**src/rtl/dsc_pkg.sv**
```systemverilog
// Constants, field layout and types of the decoder and servo configuration bank.
// Behaviour
// - Motor power capped at 37, 75, 100 percent
// - Motor drive off, PWM, PDM or constant velocity
// - Status pin shows servo interrupt, decoder bit or pin 1
// - DAC samples inverted when bit 2 set
// - Bit 3 swaps channel order and word select
// - Equalizer code 0011 is nominal and default
// - Codes 0001, 0010 over-equalize 30, 15 ns
// - Codes 0100, 0101 under-equalize 15, 30 ns
// - Audio source after concealment; bit 3 adds flags
// - Bits 2 and 0 set clock accuracy level
// - Both bits set turn audio output low
// - Speed bit 2 clear means fast crystal
// - Speed bit 2 set: bit 3 ignored, multiplier picks speed
// - Speed bit 3 selects double speed
// - Low bits choose stop, pause or operating
// - Off-track taken from versatile pin 1
// - Internal off-track; pin 1 readable via status
// - Separate left and right mutes on pins
// - Code 001x: pin 3 low, combined mute
// - Reset loads every documented initial value
// - Register E bit 3 picks 4x/8x range
// - Slow crystal with multiplier doubles speed
package dsc_pkg;

    // Register indices on the 4-bit address port.
    localparam logic [3:0] MOTOR_OUTPUT_CONFIG_OFS      = 4'h6;
    localparam logic [3:0] DAC_STATUS_SELECT_OFS        = 4'h7;
    localparam logic [3:0] PLL_EQUALIZER_OFS            = 4'h9;
    localparam logic [3:0] DIGITAL_AUDIO_OUT_CONFIG_OFS = 4'ha;
    localparam logic [3:0] SPEED_CONTROL_OFS            = 4'hb;
    localparam logic [3:0] VERSATILE_PIN_CONFIG_OFS     = 4'hc;
    localparam logic [3:0] SPEED_RANGE_OFS              = 4'he;

    // Indices that hold storage; all others ignore writes and read zero.
    localparam logic [15:0] BANK_MAP = 16'h5ec0;

    // Power-on values per index.
    localparam logic [15:0][3:0] BANK_RST = {4'h0, 4'h4, 4'h0, 4'h2, 4'h0, 4'h2, 4'h3, 4'h0,
                                             4'h0, 4'h0, 4'h0, 4'h0, 4'h0, 4'h0, 4'h0, 4'h0};

    // Field positions.
    localparam int DAC_INVERT_BIT   = 2;
    localparam int DAC_SWAP_BIT     = 3;
    localparam int EBU_AFTER_BIT    = 1;
    localparam int EBU_FLAGS_BIT    = 3;
    localparam int SPD_XTAL_BIT     = 2;
    localparam int SPD_DOUBLE_BIT   = 3;
    localparam int VP_EXT_OT_BIT    = 0;
    localparam int VP_SPLIT_BIT     = 1;
    localparam int VP_V3_HIGH_BIT   = 2;
    localparam int RANGE_FAST_BIT   = 3;

    // Motor power caps in percent of full scale.
    localparam int MOTOR_CAP_LO_PCT  = 37;
    localparam int MOTOR_CAP_MID_PCT = 75;
    localparam int MOTOR_CAP_HI_PCT  = 100;
    localparam logic [7:0] MOTOR_CAP_LO  = 8'(255 * MOTOR_CAP_LO_PCT / 100);
    localparam logic [7:0] MOTOR_CAP_MID = 8'(255 * MOTOR_CAP_MID_PCT / 100);
    localparam logic [7:0] MOTOR_CAP_HI  = 8'(255 * MOTOR_CAP_HI_PCT / 100);

    // Equalizer offsets in ns; positive is over-equalization.
    localparam logic signed [5:0] EQ_OVER_30  = 6'sd30;
    localparam logic signed [5:0] EQ_OVER_15  = 6'sd15;
    localparam logic signed [5:0] EQ_NOMINAL  = 6'sd0;
    localparam logic signed [5:0] EQ_UNDER_15 = -6'sd15;
    localparam logic signed [5:0] EQ_UNDER_30 = -6'sd30;

    // Motor drive modes.
    typedef enum logic [1:0] {
        DSC_MOTOR_OFF = 2'b00,
        DSC_MOTOR_PWM = 2'b01,
        DSC_MOTOR_PDM = 2'b10,
        DSC_MOTOR_CONSTANT_VELOCITY = 2'b11
    } dsc_motor_mode_t;

    // Operating state, Gray coded along stop, pause, run.
    typedef enum logic [1:0] {
        DSC_STOP_STANDBY  = 2'b00,
        DSC_PAUSE_STANDBY = 2'b01,
        DSC_OPERATING     = 2'b11
    } dsc_op_state_t;

endpackage

```
**src/rtl/dsc_config_regs.sv**
```systemverilog
// Configuration register bank with decoded controls for the decoder and servo.
//
// Decided for this implementation: strobed register access.
`timescale 1ns/1ps
`default_nettype none
module dsc_config_regs #(
    parameter int SAMPLE_W = 16
) (
    input  wire logic                  ref_clk_i,
    input  wire logic                  nrst_i,
    input  wire logic [3:0]            addr_i,
    input  wire logic [3:0]            wdata_i,
    input  wire logic                  wr_i,
    input  wire logic                  rd_i,
    output logic [3:0]                 rdata_o,
    input  wire logic [7:0]            motor_cmd_i,
    input  wire logic                  motor_dir_i,
    output logic [7:0]                 motor_drive_out_a_o,
    output logic [7:0]                 motor_drive_out_b_o,
    output logic                       motor_drive_oe_o,
    output dsc_pkg::dsc_motor_mode_t   motor_mode_o,
    input  wire logic                  servo_irq_i,
    input  wire logic                  dec_status_i,
    output logic                       status_o,
    input  wire logic [SAMPLE_W-1:0]   audio_i,
    input  wire logic                  wclk_i,
    output logic [SAMPLE_W-1:0]        dac_data_o,
    output logic                       dac_wclk_o,
    output logic                       dac_right_first_o,
    output logic signed [5:0]          pll_eq_ns_o,
    input  wire logic                  ebu_i,
    output logic                       ebu_o,
    output logic                       ebu_after_conceal_o,
    output logic                       ebu_flags_o,
    output logic [1:0]                 ebu_accuracy_o,
    input  wire logic                  pll_multiplier_select_i,
    output logic                       xtal_slow_o,
    output logic [3:0]                 speed_factor_o,
    output dsc_pkg::dsc_op_state_t     op_state_o,
    input  wire logic                  int_offtrack_i,
    input  wire logic                  versatile_pin_1_i,
    output logic                       offtrack_o,
    input  wire logic                  mute_l_i,
    input  wire logic                  mute_r_i,
    output logic                       kill_o,
    output logic                       versatile_pin_3_o
);
    import dsc_pkg::*;

    logic [15:0][3:0] bank_reg;
    logic [15:0][3:0] bank_next;
    logic [3:0]       rdata_next;
    logic [1:0]       vp1_sync_reg;
    logic [1:0]       pll_multiplier_select_sync_reg;

    logic [3:0] mo_r;
    logic [3:0] ds_r;
    logic [3:0] eq_r;
    logic [3:0] eb_r;
    logic [3:0] sp_r;
    logic [3:0] vp_r;
    logic [3:0] rg_r;
    logic       vp1;
    logic       pll_multiplier_select;

    assign mo_r   = bank_reg[MOTOR_OUTPUT_CONFIG_OFS];
    assign ds_r   = bank_reg[DAC_STATUS_SELECT_OFS];
    assign eq_r   = bank_reg[PLL_EQUALIZER_OFS];
    assign eb_r   = bank_reg[DIGITAL_AUDIO_OUT_CONFIG_OFS];
    assign sp_r   = bank_reg[SPEED_CONTROL_OFS];
    assign vp_r   = bank_reg[VERSATILE_PIN_CONFIG_OFS];
    assign rg_r   = bank_reg[SPEED_RANGE_OFS];
    assign vp1    = vp1_sync_reg[1];
    assign pll_multiplier_select = pll_multiplier_select_sync_reg[1];

    // Bank writes store the whole nibble at mapped indices; reads answer next cycle.
    always_comb begin
        bank_next  = bank_reg;
        rdata_next = 4'h0;
        if (wr_i && BANK_MAP[addr_i]) begin
            bank_next[addr_i] = wdata_i;
        end
        if (rd_i && BANK_MAP[addr_i]) begin
            rdata_next = bank_reg[addr_i];
        end
    end

    // Storage and pin synchronisers; nothing reads the first stage but the second.
    always_ff @(posedge ref_clk_i or negedge nrst_i) begin
        if (!nrst_i) begin
            bank_reg        <= BANK_RST;
            rdata_o         <= 4'h0;
            vp1_sync_reg    <= 2'b00;
            pll_multiplier_select_sync_reg <= 2'b00;
        end else begin
            bank_reg        <= bank_next;
            rdata_o         <= rdata_next;
            vp1_sync_reg    <= {vp1_sync_reg[0], versatile_pin_1_i};
            pll_multiplier_select_sync_reg <= {pll_multiplier_select_sync_reg[0], pll_multiplier_select_i};
        end
    end

    // Next values of all decoded outputs.
    logic [7:0]            cap;
    logic [7:0]            lvl;
    dsc_motor_mode_t       mmode;
    logic [7:0]            ma_next;
    logic [7:0]            mb_next;
    logic                  moe_next;
    logic                  stat_next;
    logic [SAMPLE_W-1:0]   dac_next;
    logic                  wclk_next;
    logic signed [5:0]     eq_next;
    logic                  ebu_off;
    logic                  ebu_next;
    logic [1:0]            acc_next;
    logic [3:0]            base;
    logic [3:0]            spd_next;
    dsc_op_state_t         op_next;
    logic                  ot_next;
    logic                  kill_next;
    logic                  v3_next;

    always_comb begin
        // Unlisted cap code 01 falls back to the lowest cap, the safe side.
        case (mo_r[1:0])
            2'b10:   cap = MOTOR_CAP_MID;
            2'b11:   cap = MOTOR_CAP_HI;
            default: cap = MOTOR_CAP_LO;
        endcase
        lvl      = (motor_cmd_i > cap) ? cap : motor_cmd_i;
        mmode    = dsc_motor_mode_t'(mo_r[3:2]);
        moe_next = (mmode == DSC_MOTOR_OFF);
        ma_next  = (moe_next || motor_dir_i) ? 8'h00 : lvl;
        mb_next  = (moe_next || !motor_dir_i) ? 8'h00 : lvl;

        // Code 01 shows pin 1 only while the pin is not the off-track source.
        case (ds_r[1:0])
            2'b10:   stat_next = dec_status_i;
            2'b01:   stat_next = vp_r[VP_EXT_OT_BIT] ? servo_irq_i : vp1;
            2'b11:   stat_next = dec_status_i;
            default: stat_next = servo_irq_i;
        endcase
        dac_next  = ds_r[DAC_INVERT_BIT] ? ~audio_i : audio_i;
        wclk_next = wclk_i ^ ds_r[DAC_SWAP_BIT];

        // Unlisted equalizer codes keep the nominal setting.
        case (eq_r)
            4'h1:    eq_next = EQ_OVER_30;
            4'h2:    eq_next = EQ_OVER_15;
            4'h4:    eq_next = EQ_UNDER_15;
            4'h5:    eq_next = EQ_UNDER_30;
            default: eq_next = EQ_NOMINAL;
        endcase

        // Accuracy is reported as level 1 to 3; 0 while the output is off.
        ebu_off  = eb_r[2] & eb_r[0];
        ebu_next = ebu_off ? 1'b0 : ebu_i;
        case ({eb_r[2], eb_r[0]})
            2'b01:   acc_next = 2'd1;
            2'b10:   acc_next = 2'd3;
            2'b11:   acc_next = 2'd0;
            default: acc_next = 2'd2;
        endcase

        // Speed: range from register E, doubling from bit 3 or the multiplier.
        if (sp_r[SPD_XTAL_BIT]) begin
            base = pll_multiplier_select ? 4'd2 : 4'd1;
        end else begin
            base = sp_r[SPD_DOUBLE_BIT] ? 4'd2 : 4'd1;
        end
        spd_next = rg_r[RANGE_FAST_BIT] ? 4'(base << 2) : base;
        case (sp_r[1:0])
            2'b10:   op_next = DSC_PAUSE_STANDBY;
            2'b11:   op_next = DSC_OPERATING;
            default: op_next = DSC_STOP_STANDBY;
        endcase

        ot_next = vp_r[VP_EXT_OT_BIT] ? vp1 : int_offtrack_i;
        if (!vp_r[VP_SPLIT_BIT]) begin
            kill_next = mute_l_i;
            v3_next   = mute_r_i;
        end else begin
            kill_next = mute_l_i | mute_r_i;
            v3_next   = vp_r[VP_V3_HIGH_BIT] & ~vp_r[3];
        end
    end

    // Output registers; every output leaves from a flip-flop.
    always_ff @(posedge ref_clk_i or negedge nrst_i) begin
        if (!nrst_i) begin
            motor_drive_out_a_o <= 8'h00;
            motor_drive_out_b_o <= 8'h00;
            motor_drive_oe_o    <= 1'b1;
            motor_mode_o        <= DSC_MOTOR_OFF;
            status_o            <= 1'b0;
            dac_data_o          <= '0;
            dac_wclk_o          <= 1'b0;
            dac_right_first_o   <= 1'b0;
            pll_eq_ns_o         <= EQ_NOMINAL;
            ebu_o               <= 1'b0;
            ebu_after_conceal_o <= 1'b1;
            ebu_flags_o         <= 1'b0;
            ebu_accuracy_o      <= 2'd2;
            xtal_slow_o         <= 1'b0;
            speed_factor_o      <= 4'd1;
            op_state_o          <= DSC_STOP_STANDBY;
            offtrack_o          <= 1'b0;
            kill_o              <= 1'b0;
            versatile_pin_3_o   <= 1'b0;
        end else begin
            motor_drive_out_a_o <= ma_next;
            motor_drive_out_b_o <= mb_next;
            motor_drive_oe_o    <= moe_next;
            motor_mode_o        <= mmode;
            status_o            <= stat_next;
            dac_data_o          <= dac_next;
            dac_wclk_o          <= wclk_next;
            dac_right_first_o   <= ds_r[DAC_SWAP_BIT];
            pll_eq_ns_o         <= eq_next;
            ebu_o               <= ebu_next;
            ebu_after_conceal_o <= eb_r[EBU_AFTER_BIT];
            ebu_flags_o         <= eb_r[EBU_FLAGS_BIT];
            ebu_accuracy_o      <= acc_next;
            xtal_slow_o         <= sp_r[SPD_XTAL_BIT];
            speed_factor_o      <= spd_next;
            op_state_o          <= op_next;
            offtrack_o          <= ot_next;
            kill_o              <= kill_next;
            versatile_pin_3_o   <= v3_next;
        end
    end
endmodule
`default_nettype wire

```
**config.mk**
```make
export PLATFORM = sky130hd
export DESIGN_NAME = dsc_config_regs
export DESIGN_NICKNAME = d
export VERILOG_FILES = /design/src/rtl/dsc_pkg.sv /design/src/rtl/dsc_config_regs.sv
export SDC_FILE = /design/constraint.sdc
export NUM_CORES = 1
export LEC_CHECK = 0
export BUFFER_PORTS_ARGS = -buffer_cell sky130_fd_sc_hd__buf_2
export CAP_MARGIN = 20
export CORE_ASPECT_RATIO = 0.9
export CORE_MARGIN = 2
export CORE_UTILIZATION = 40
export CTS_CLUSTER_SIZE = 10
export DETAILED_ROUTE_END_ITERATION = 8
export GPL_TIMING_DRIVEN = 0
export SETUP_SLACK_MARGIN = 0.05
export SLEW_MARGIN = 0
export SYNTH_ARGS = -nofsm -noshare
export SYNTH_HDL_FRONTEND = slang
export SYNTH_SLANG_ARGS = --single-unit
```
**constraint.sdc**
```tcl
create_clock -name ref_clk_i -period 4.75 [get_ports ref_clk_i]
set_input_delay 0.2375 -clock ref_clk_i [delete_from_list [all_inputs] [get_ports ref_clk_i]]
set_output_delay 0.2375 -clock ref_clk_i [all_outputs]
set_load 0.05 [all_outputs]
```
Yosys cells after proc, flatten, opt, wreduce, memory -nomap -nowiden
Memories as Yosys holds them, arrays and structs flattened.
Index checks and enable logic that the tools add are counted.

cells by class
  order comparisons = 3
  equal/unequal tests = 14
  multiplexer cells = 25
  bitwise operators = 6
  reduce and logical (&&, ||, !) cells = 8

operators with widths
  cell                                                                                  number
  64-bit bitwise mux                                                                    1
  8-bit 2-to-1 mux                                                                      3
  6-bit case mux with 4 select lines                                                    1
  4-bit binary-select mux with 4-bit select                                             1
  4-bit demux with 4-bit select                                                         1
  2-bit == test (second input constant)                                                 8
  16-bit 2-to-1 mux                                                                     1
  4-bit 2-to-1 mux                                                                      4
  16-bit inverter                                                                       1
  8-bit case mux with 2 select lines                                                    1
  4-bit by 3-bit == test with 1-bit output (second input constant)                      2
  8-bit greater-than comparator                                                         1
  1-bit 2-to-1 mux                                                                      6
  2-bit 2-to-1 mux                                                                      3
  2-bit case mux with 3 select lines                                                    1
  4-bit by 5-bit less-than comparator with 1-bit output (second input constant)         1
  2-bit by 1-bit == test with 1-bit output (second input constant)                      2
  4-bit by 1-bit == test with 1-bit output (second input constant)                      1
  4-bit by 2-bit == test with 1-bit output (second input constant)                      1
  4-bit by 1-bit greater-or-equal comparator with 1-bit output (second input constant)  1
  2-bit case mux with 2 select lines                                                    1
  1-bit logical AND                                                                     3
  1-bit AND                                                                             2
  2-bit zero test                                                                       1
  other kinds (7)                                                                       8

word-level totals
  register bits = 131
  memory bits (read-only) = 16
  input port bits = 46
  output and inout port bits = 63
  logic and storage cells = 95
  memories kept = 1

memory list
  memory           depth  bits a word  read ports  clocked after memory_dff  write ports  RTL line               source
  (no name shown)  16     1            1           0                         0            dsc_config_regs.sv:83  if (rd_i && BANK_MAP[addr_i]) begin

Longest topological paths before layout
Gate-level depths: netlist (run 1).

  depth after elaboration = 5
  mapped depth = 7
  mapped depth without buffers = 7

Worst setup path before layout (run 1)
Ideal clock, no wire load.

  path type = reg-to-reg
  from = reg bank_reg, in the netlist mo_r[1]
  to = reg motor_drive_out_a_o[6]
  library setup time = 79 ps
  arrival = 1,798 ps
  data required time = 4,671 ps
  slack = 2,872 ps
  stages on the path, launching flop included = 8
  path buffers = 0
  period minus slack after synthesis = 1,878 ps
  path through = dfrtp_1 or2b_1 inv_1 ha_1 nand2_1 a2111oi_4 o21a_4 mux2i_1

between the ends
  cells in the longest elaborated chain, start to end = 5
  elaborated cells between the ends (all ways) = 6
  those cells by class = 1 x order compare; 2 x eq/ne; 3 x mux

ends and longest elaborated chain
  item                                  RTL line                source
  start, declared                       dsc_config_regs.sv:50   logic [15:0][3:0] bank_reg;
  start signal, assigned                dsc_config_regs.sv:96   bank_reg <= bank_next;
  2-bit == test                         dsc_config_regs.sv:126  case (mo_r[1:0])
  8-bit case mux with 2 select lines *  dsc_config_regs.sv:126
  8-bit greater-than comparator         dsc_config_regs.sv:131  lvl = (motor_cmd_i > cap) ? cap : motor_cmd_i;
  8-bit 2-to-1 mux *                    dsc_config_regs.sv:131
  8-bit 2-to-1 mux *                    dsc_config_regs.sv:134  ma_next = (moe_next || motor_dir_i) ? 8'h00 : lvl;
  via ma_next[6]                        dsc_config_regs.sv:107  logic [7:0] ma_next;
  end signal, assigned                  dsc_config_regs.sv:212  motor_drive_out_a_o <= ma_next;
  end, declared                         dsc_config_regs.sv:18   output logic [7:0] motor_drive_out_a_o,

The timed path passes the listed nets; every way through them passes the cells marked *.
A chain may end at the register's enable or synchronous reset.

Final worst setup path (run 1)
Same ends and word-level chain as after synthesis.

==> results of run 1 <==
## synth_stat cells (2+ instances only)
cell type	count	area (µm²)
or2_2	2	12.5
dfrtp_1	121	3030
nand2b_1	2	12.5
mux2_2	27	304
nor3_1	5	25.0
xor2_1	17	149
mux2i_1	8	80.1
buf_6	2	22.5
mux4_2	16	360
nor2_1	8	30.0
nor3b_1	2	15.0
nand3_1	3	15.0
buf_2	4	20.0
nor2b_1	7	43.8
dfstp_2	9	236
a211oi_1	9	67.6
xnor2_1	3	26.3
clkbuf_1	42	158
and2_1	4	25.0
inv_1	10	37.5
o21ai_1	3	15.0
ha_1	5	62.6
o21a_1	2	15.0
a21oi_1	8	40.0
a21o_1	2	15.0
o211ai_1	2	15.0
nand2_1	14	52.6
o21ai_0	5	25.0
## layout by cell type, fill, tap and decap left out, types with 6 or more instances in the layout
| cell | n |
|---|---|
| mux4_2 | 16 |
| clkbuf_16 | 17 |
| buf_2 | 110 |
| mux2i_1 | 8 |
| dfrtp_1 | 121 |
| xor2_1 | 17 |
| mux2_2 | 27 |
| dlygate4sd3_1 | 16 |
| inv_1 | 10 |
| nand2_1 | 14 |
| clkbuf_8 | 6 |
| clkbuf_1 | 46 |
| dfstp_2 | 9 |
| a21oi_1 | 8 |
| nor2b_1 | 7 |
| nor2_1 | 8 |
| a211oi_1 | 9 |
## final cells by class
type | instances | area [µm²] | area share
Buffer | 49 | 208 | 0.0315
Clock buffer | 27 | 523 | 0.0792
Clock inverter | 4 | 70.1 | 0.0106
Inverter | 10 | 37.5 | 0.00569
Multi-Input combinational cell | 168 | 1570 | 0.237
Sequential cell | 130 | 3260 | 0.494
Tap cell | 164 | 205 | 0.0311
Timing Repair Buffer | 124 | 729 | 0.110
## worst max-delay path: cells and delay by family, from the launching register on
family	cells	cell delay [ns]
AO/OA/AOI/OAI	2	0.69
adder cells (fa/ha/maj)	1	0.30
buffers and inverters	1	0.05
flip-flops	1	0.47
multiplexers	1	0.20
AND/OR/NAND/NOR	2	0.33
## metrics by stage
| stage | util | power [W] |
|---|---|---|
| 2_1_floorplan | - | 0.00207 |
| 3_3_place_gp | 0.464 | 0.00229 |
| 3_5_place_dp | 0.466 | 0.00231 |
| 4_1_cts | 0.526 | 0.00362 |
| 5_1_grt | 0.526 | 0.00374 |
| 6_report | 0.526 | 0.00358 |
## worst max-delay path by stage
stage	from	endpoint	slack [ns]	cells after the start
after floorplan	mo_r[1]	motor_drive_out_a_o[6]	2.87	7
after global placement	nrst_i	pll_multiplier_select_sync_reg[1]	1.80	1
after detailed placement	mo_r[1]	motor_drive_out_a_o[6]	2.63	7
after CTS	mo_r[1]	motor_drive_out_a_o[6]	2.60	7
after global routing	mo_r[1]	motor_drive_out_a_o[6]	2.46	7
final	mo_r[1]	motor_drive_out_a_o[6]	2.63	7
## power by group
group | internal (W) | leakage (nW) | switching (W)
Combinational | 0.000265 | 1.24 | 0.000643
Sequential | 0.00129 | 1.65 | 0.0000927
Clock | 0.000852 | 0.293 | 0.000430
## routing by layer
metal | routed length, µm | vias up | GRT usage
met5 | 0 | - | 0
met4 | 122 | 0 | 0.0759
met3 | 422 | 10 | 0.0448
met2 | 4930 | 76 | 0.244
met1 | 4690 | 1615 | 0.225
li1 | - | 1487 | -
## cell families after synthesis
kind of cell,synth area share
AOI/OAI and AO/OA,0.0629
xor gates and xnor gates,0.0345
adders and majority gates,0.0123
buffers and inverters,0.0483
DFF,0.643
muxes,0.147
and+or+nand+nor,0.0520
==> metrics.yaml, run 1 <==
status:
  status: "completed"
timing:
  holdWs_ns: 0.0254
  setup-tns-final_ns: 0
  setup_viol: 0
  layout_setup_ws_ns: 2.63
  clock_skew_ns: 0.00741
  hold_viol: 0
  slew_violations: 0
  min_period_ns: 2.12
  rsz0062_at_grt: "no"
  tightest_slew_ns: 0.845
  slew_headroom: 0.432
  min_period_over_period: 0.446
  fmax_mhz: 472
placed_design:
  place_inst: 629
  placed_cell_area_um2: 5850
  port_buffers: 107
  post-place-ws_ns: 2.63
  globalplace.congestion: 0.770
  place_hpwl_um: 7110
clock_network:
  postCtsSetupRepairBufs: 0
  clkLatencyLatePin_ns: 0.40
  cts.clk_slew.worst_paths_ns: 0.05
  hold_buffers: 16
  cts_resized: 0
  clock-sinks: 130
  ctsHtreeMaxLevel: 4
  clockRootBuffer: "clkbuf_16"
  clk_path_buf_depth: 2
  cts_tree: "built"
  cts_buffers: 17
grt:
  grt_pass1_wl_um: 16900
  antenna_found_initial: 0
  grt_pass1_vias: 3275
  grt_max_degree: 75
  grtUsageTotal: 0.165
  grt_overflow_total: 0
route:
  wl_per_cell_um: 15.0
  final_antenna_net_count: 0
  drc: 0
  drtPass1Iterations: 4
  drt_iter0_markers: 247
  detail_route.vias_per_cell: 4.72
  num_vias: 3188
  wl_um: 10200
worst_setup_path:
  endpoint_kind: "flip-flop"
  critical_path.cell_chain: "or2b_1 > inv_1 > ha_1 > nand2_1 > a2111oi_4 > o21a_4 > mux2i_1"
  cp-start-kind: "flip-flop"
  slowest_delay_ns: 0.47
  cp.required_ns: 5.07
  reg2reg_to: "motor_drive_out_a_o[6]"
  reg2reg_from: "mo_r[1]"
  critical_path_class: "flip-flop to flip-flop"
  r2r_slack_ns: 2.63
  worstPathArrival_ns: 2.44
  worst_path_max_delay_cell: "dfrtp_1"
  rr_worst_depth: 7
  crit_fanout: 10
hold_path:
  min_to: "dac_data_o[15]"
  hold_path_depth: 2
  holdCritStartpoint: "audio_i[15]"
  hold_class: "input port to flip-flop"
floorplan:
  die-area_um2: 13600
  die_width_um: 123
  core_um2: 12500
  rows: 39
  start_util: 0.405
  ios: 109
  dieHeight_um: 111
synth:
  yosysSeqAreaShare: 0.643
  synth_fp_nets: 408
  synth-main-ff-cell: "dfrtp_1"
  postSynth.asyncResetShare: 1.00
  avgSynthCellArea_um2: 14.2
  yosys_warnings: 0
  synth-seq-cells: 130
  synthCells: 357
  synth-edff-count: 0
  synth.distinct_cells: 43
  syn_area_um2: 5070
pwr:
  power_density_nw_per_um2: 542
  leakage_nw: 3.19
  ir_worst_vdd_v: 0.000204
layout:
  areaGrowthSynthToFinish_pct: 30.1
  largest_reg_flops: 36
  diodes: 0
  drive_gt1_frac: 0.396
  n_fill_cell: 1072
  nNetsFinal: 551
  instances_no_fill: 676
  final_area_um2: 6600
flow_run:
  max_cap_violations: 0
(Power assumes the default switching activity.)
==> inputs of run 2 (changes only) <==
- ABC_AREA: not set -> 1
- clock period: 4.75 -> 1.84 ns (I/O delays scaled with it)
==> run 2 against run 1 <==
  * Count of clock-buffer cells in the layout shrank 1
  * Worst hold slack lost 0.0020 ns
  * Synthesized cell count grew 37%
  * Global-route usage grew 1.9 points
  * Cell count grew 22%
  * Sequential power grew to 2.5 times the previous value
  * Fmax grew 19%
  * Clock power grew 150%
  * Utilization grew 3.5 points
  * Register-to-register slack lost 2.6 ns
  * Die area shrank 0.93%
  * Critical path type unchanged
  * Critical endpoint is now motor_drive_out_b_o[0]
  * Largest cell class unchanged
==> metrics.yaml, run 2 <==
status:
  status: "completed"  # unchanged
synth:
  synthCells: 488  # was 357
  synth_area_leader_cell: "dfrtp_1"  # unchanged
  synth-edff-count: 0  # unchanged
  synth-main-ff-cell: "dfrtp_1"  # unchanged
  yosys_warnings: 0  # unchanged
  yosysMostFrequentCell: "dfrtp_1"  # unchanged
  ys_top_cells_by_count: "121 x dfrtp_1, 117 x nand2_1, 38 x clkbuf_1"  # was 121 x dfrtp_1, 42 x clkbuf_1, 27 x mux2_2
  postSynth.asyncResetShare: 1.00  # unchanged
  synth_top_cell_area_share: 0.602  # was 0.597
  syn_area_um2: 5030  # was 5070 µm²
  avgSynthCellArea_um2: 10.3  # was 14.2 µm²
  synth_fp_nets: 539  # was 408
  synth-seq-cells: 130  # unchanged
  synth.distinct_cells: 32  # was 43
  synth_area_leaders: "dfrtp_1 60%, nand2_1 8.7%, dfstp_2 4.7%"  # was dfrtp_1 60%, mux4_2 7.1%, mux2_2 6.0%
  yosysSeqAreaShare: 0.649  # was 0.643
grt:
  antenna_found_initial: 0  # unchanged
  grt_overflow_total: 0  # unchanged
  grt_pass1_wl_um: 18500  # was 16900 µm
  grtUsageTotal: 0.184  # was 0.165
  grt_max_degree: 92  # was 75
  grt_pass1_vias: 3765  # was 3275
clock_network:
  clk_path_buf_depth: 2  # unchanged
  ctsHtreeMaxLevel: 4  # unchanged
  clockRootBuffer: "clkbuf_16"  # unchanged
  clkLatencyLatePin_ns: 0.41  # was 0.40 ns
  clock-sinks: 130  # unchanged
  cts.clk_slew.worst_paths_ns: 0.05  # about the same
  cts_buffers: 17  # unchanged
  cts_tree: "built"  # unchanged
worst_setup_path:
  critical_path.cell_chain: "buf_6 > clkinvlp_4 > nor2_4 > ha_4 > a21boi_4 > nand3_2 > nand2_4 > nand2_4 > buf_6 > nand2_4 > a21oi_2"  # was or2b_1 > inv_1 > ha_1 > nand2_1 > a2111oi_4 > o21a_4 > mux2i_1
  slowest_delay_ns: 0.37  # was 0.47 ns
  endpoint_kind: "flip-flop"  # unchanged
  worstPathArrival_ns: 2.04  # was 2.44 ns
  worst_path_max_delay_cell: "dfrtp_1"  # unchanged
  cp.required_ns: 2.11  # was 5.07 ns
  crit_fanout: 6  # was 10
  cp_top_family: "simple AND/OR/NAND/NOR gates"  # was compound AO/OA/AOI/OAI gates
  critical_path_class: "flip-flop to flip-flop"  # unchanged
  crit_path_frequent_cell: "nand2_4"
  cp-start-kind: "flip-flop"  # unchanged
  cp_num_buf_inv: 3  # was 1
floorplan:
  dieHeight_um: 110  # was 111 µm
  start_util: 0.413  # was 0.405
  ios: 109  # unchanged
  core_um2: 12200  # was 12500 µm²
  die-area_um2: 13500  # was 13600 µm²
  die_width_um: 122  # was 123 µm
  rows: 38  # was 39
placed_design:
  globalplace.congestion: 0.860  # was 0.770
  place_hpwl_um: 7810  # was 7110 µm
  placed_cell_area_um2: 5800  # was 5850 µm²
  post-place-ws_ns: -0.105  # was 2.63 ns
  port_buffers: 107  # unchanged
layout:
  register_area_um2: 3260  # unchanged
  drive_gt1_frac: 0.294  # was 0.396
  final_common_cell: "dfrtp_1"  # unchanged
  layout_common_cells: "121 x dfrtp_1, 116 x nand2_1, 111 x buf_2, 42 x clkbuf_1, 34 x dlygate4sd3_1"  # was 121 x dfrtp_1, 110 x buf_2, 46 x clkbuf_1, 27 x mux2_2
  multi_input_area_um2: 1510  # was 1570 µm²
  diodes: 0  # unchanged
  areaGrowthSynthToFinish_pct: 35.9  # was 30.1%
  nNetsFinal: 704  # was 551
  largest_reg_flops: 36  # unchanged
  final_area_um2: 6830  # was 6600 µm²
  n_fill_cell: 1077  # was 1072
timing:
  layout_setup_ws_ns: 0.0645  # was 2.63 ns
  slew_violations: 0  # unchanged
  min_period_ns: 1.78  # was 2.12 ns
  setup_viol: 0  # unchanged
  hold_viol: 0  # unchanged
  rsz0062_at_grt: "yes"  # was no
  clock_skew_ns: 0.00700  # was 0.00741 ns
  slew_headroom: 0.537  # was 0.432
  min_period_over_period: 0.965  # was 0.446
  fmax_mhz: 563  # was 472 MHz
  tightest_slew_ns: 0.690  # was 0.845 ns
route:
  num_vias: 3806  # was 3188
  detail_route.vias_per_cell: 4.61  # was 4.72
  drt_iter0_markers: 172  # was 247
  wl_per_cell_um: 14.1  # was 15.0 µm
  drtPass1Iterations: 4  # unchanged
  wl_um: 11600  # was 10200 µm
  drc: 0  # unchanged
  final_antenna_net_count: 0  # unchanged
pwr:
  ir_worst_vdd_v: 0.000645  # was 0.000204 V
  power_density_nw_per_um2: 1300  # was 542 nW/µm²
  leakage_nw: 3.53  # was 3.19 nW
  total_power_w: 0.00885  # was 0.00358 W
flow_run:
  max_cap_violations: 0  # unchanged
hold_path:
  hold_class: "input port to flip-flop"  # unchanged
-- run 2: tightest hold or removal path: cells and delay by family --
family | cells | cell delay [ns]
buffers and inverters | 1 | 0.11
and+or+nand+nor | 2 | 0.19
-- run 2: timing repair --
item	in CTS	in global routing
endpoints found under the hold margin	76	0
setup buffers	1	2
pin swaps	1	9
hold buffers	34	0
gates cloned	0	1
endpoints found under the setup margin	14	14
gates resized for setup	5	20
-- run 2: path summary, 6_finish.rpt --
check	startpoint	endpoint	slack, ns	cells past startpoint
worst min register to register	pll_multiplier_select_sync_reg[0]	pll_multiplier_select_sync_reg[1]	0.35	0
worst max register to register	mo_r[1]	motor_drive_out_b_o[0]	0.06	11
max in group asynchronous	nrst_i	vp_r[1]	0.89	3
min in group asynchronous	nrst_i	dac_data_o[8]	0.17	2
worst min-delay path	rd_i	rdata_o[0]	0.02	3
worst max-delay path	mo_r[1]	motor_drive_out_b_o[0]	0.06	11
-- run 2: final cells by class --
class | instances | share of cell area
sequential | 130 | 0.478
multi-input combinational | 274 | 0.221
buffer | 49 | 0.0322
clock buffer | 26 | 0.0746
tap | 160 | 0.0293
inverter | 35 | 0.0198
timing repair buffer | 146 | 0.137
clock inverter | 6 | 0.00806
-- run 2: cells by family after synthesis --
kind of cell               count (synthesis)  synth area share
and+or+nand+nor                          184             0.159
DFF                                      130             0.649
buffers and inverters                     84            0.0707
AOI/OAI and AO/OA                         67            0.0764
xor gates and xnor gates                  17            0.0296
adders and majority gates                  5            0.0124
muxes                                      1           0.00224
-- run 2: power breakdown --
| group | internal [W] | total [W] | switching [W] |
|---|---|---|---|
| Combinational | 0.000586 | 0.00222 | 0.00163 |
| Clock | 0.00202 | 0.00315 | 0.00113 |
| Sequential | 0.00329 | 0.00348 | 0.000193 |
| Total | 0.00589 | 0.00885 | 0.00296 |
-- run 2: per-layer routing --
metal | share of wire | GRT usage | wire length [µm]
met5 | 0 | 0 | 0
met2 | 0.48 | 0.310 | 5610
met1 | 0.44 | 0.225 | 5100
met3 | 0.064 | 0.0592 | 745
met4 | 0.016 | 0.0599 | 181
-- run 2: metrics by stage --
step / TNS (ns) / hold slack (ns) / cells / utilization
2_1_floorplan: 0 / -0.204 / 488 / -
3_3_place_gp: -110.79 / 0.201 / 755 / 0.473
3_5_place_dp: -0.733 / 0.0252 / 756 / 0.476
4_1_cts: 0 / 0.000654 / 823 / 0.553
5_1_grt: -0.0203 / 0.0509 / 826 / 0.561
6_report: 0 / 0.0235 / 826 / 0.561
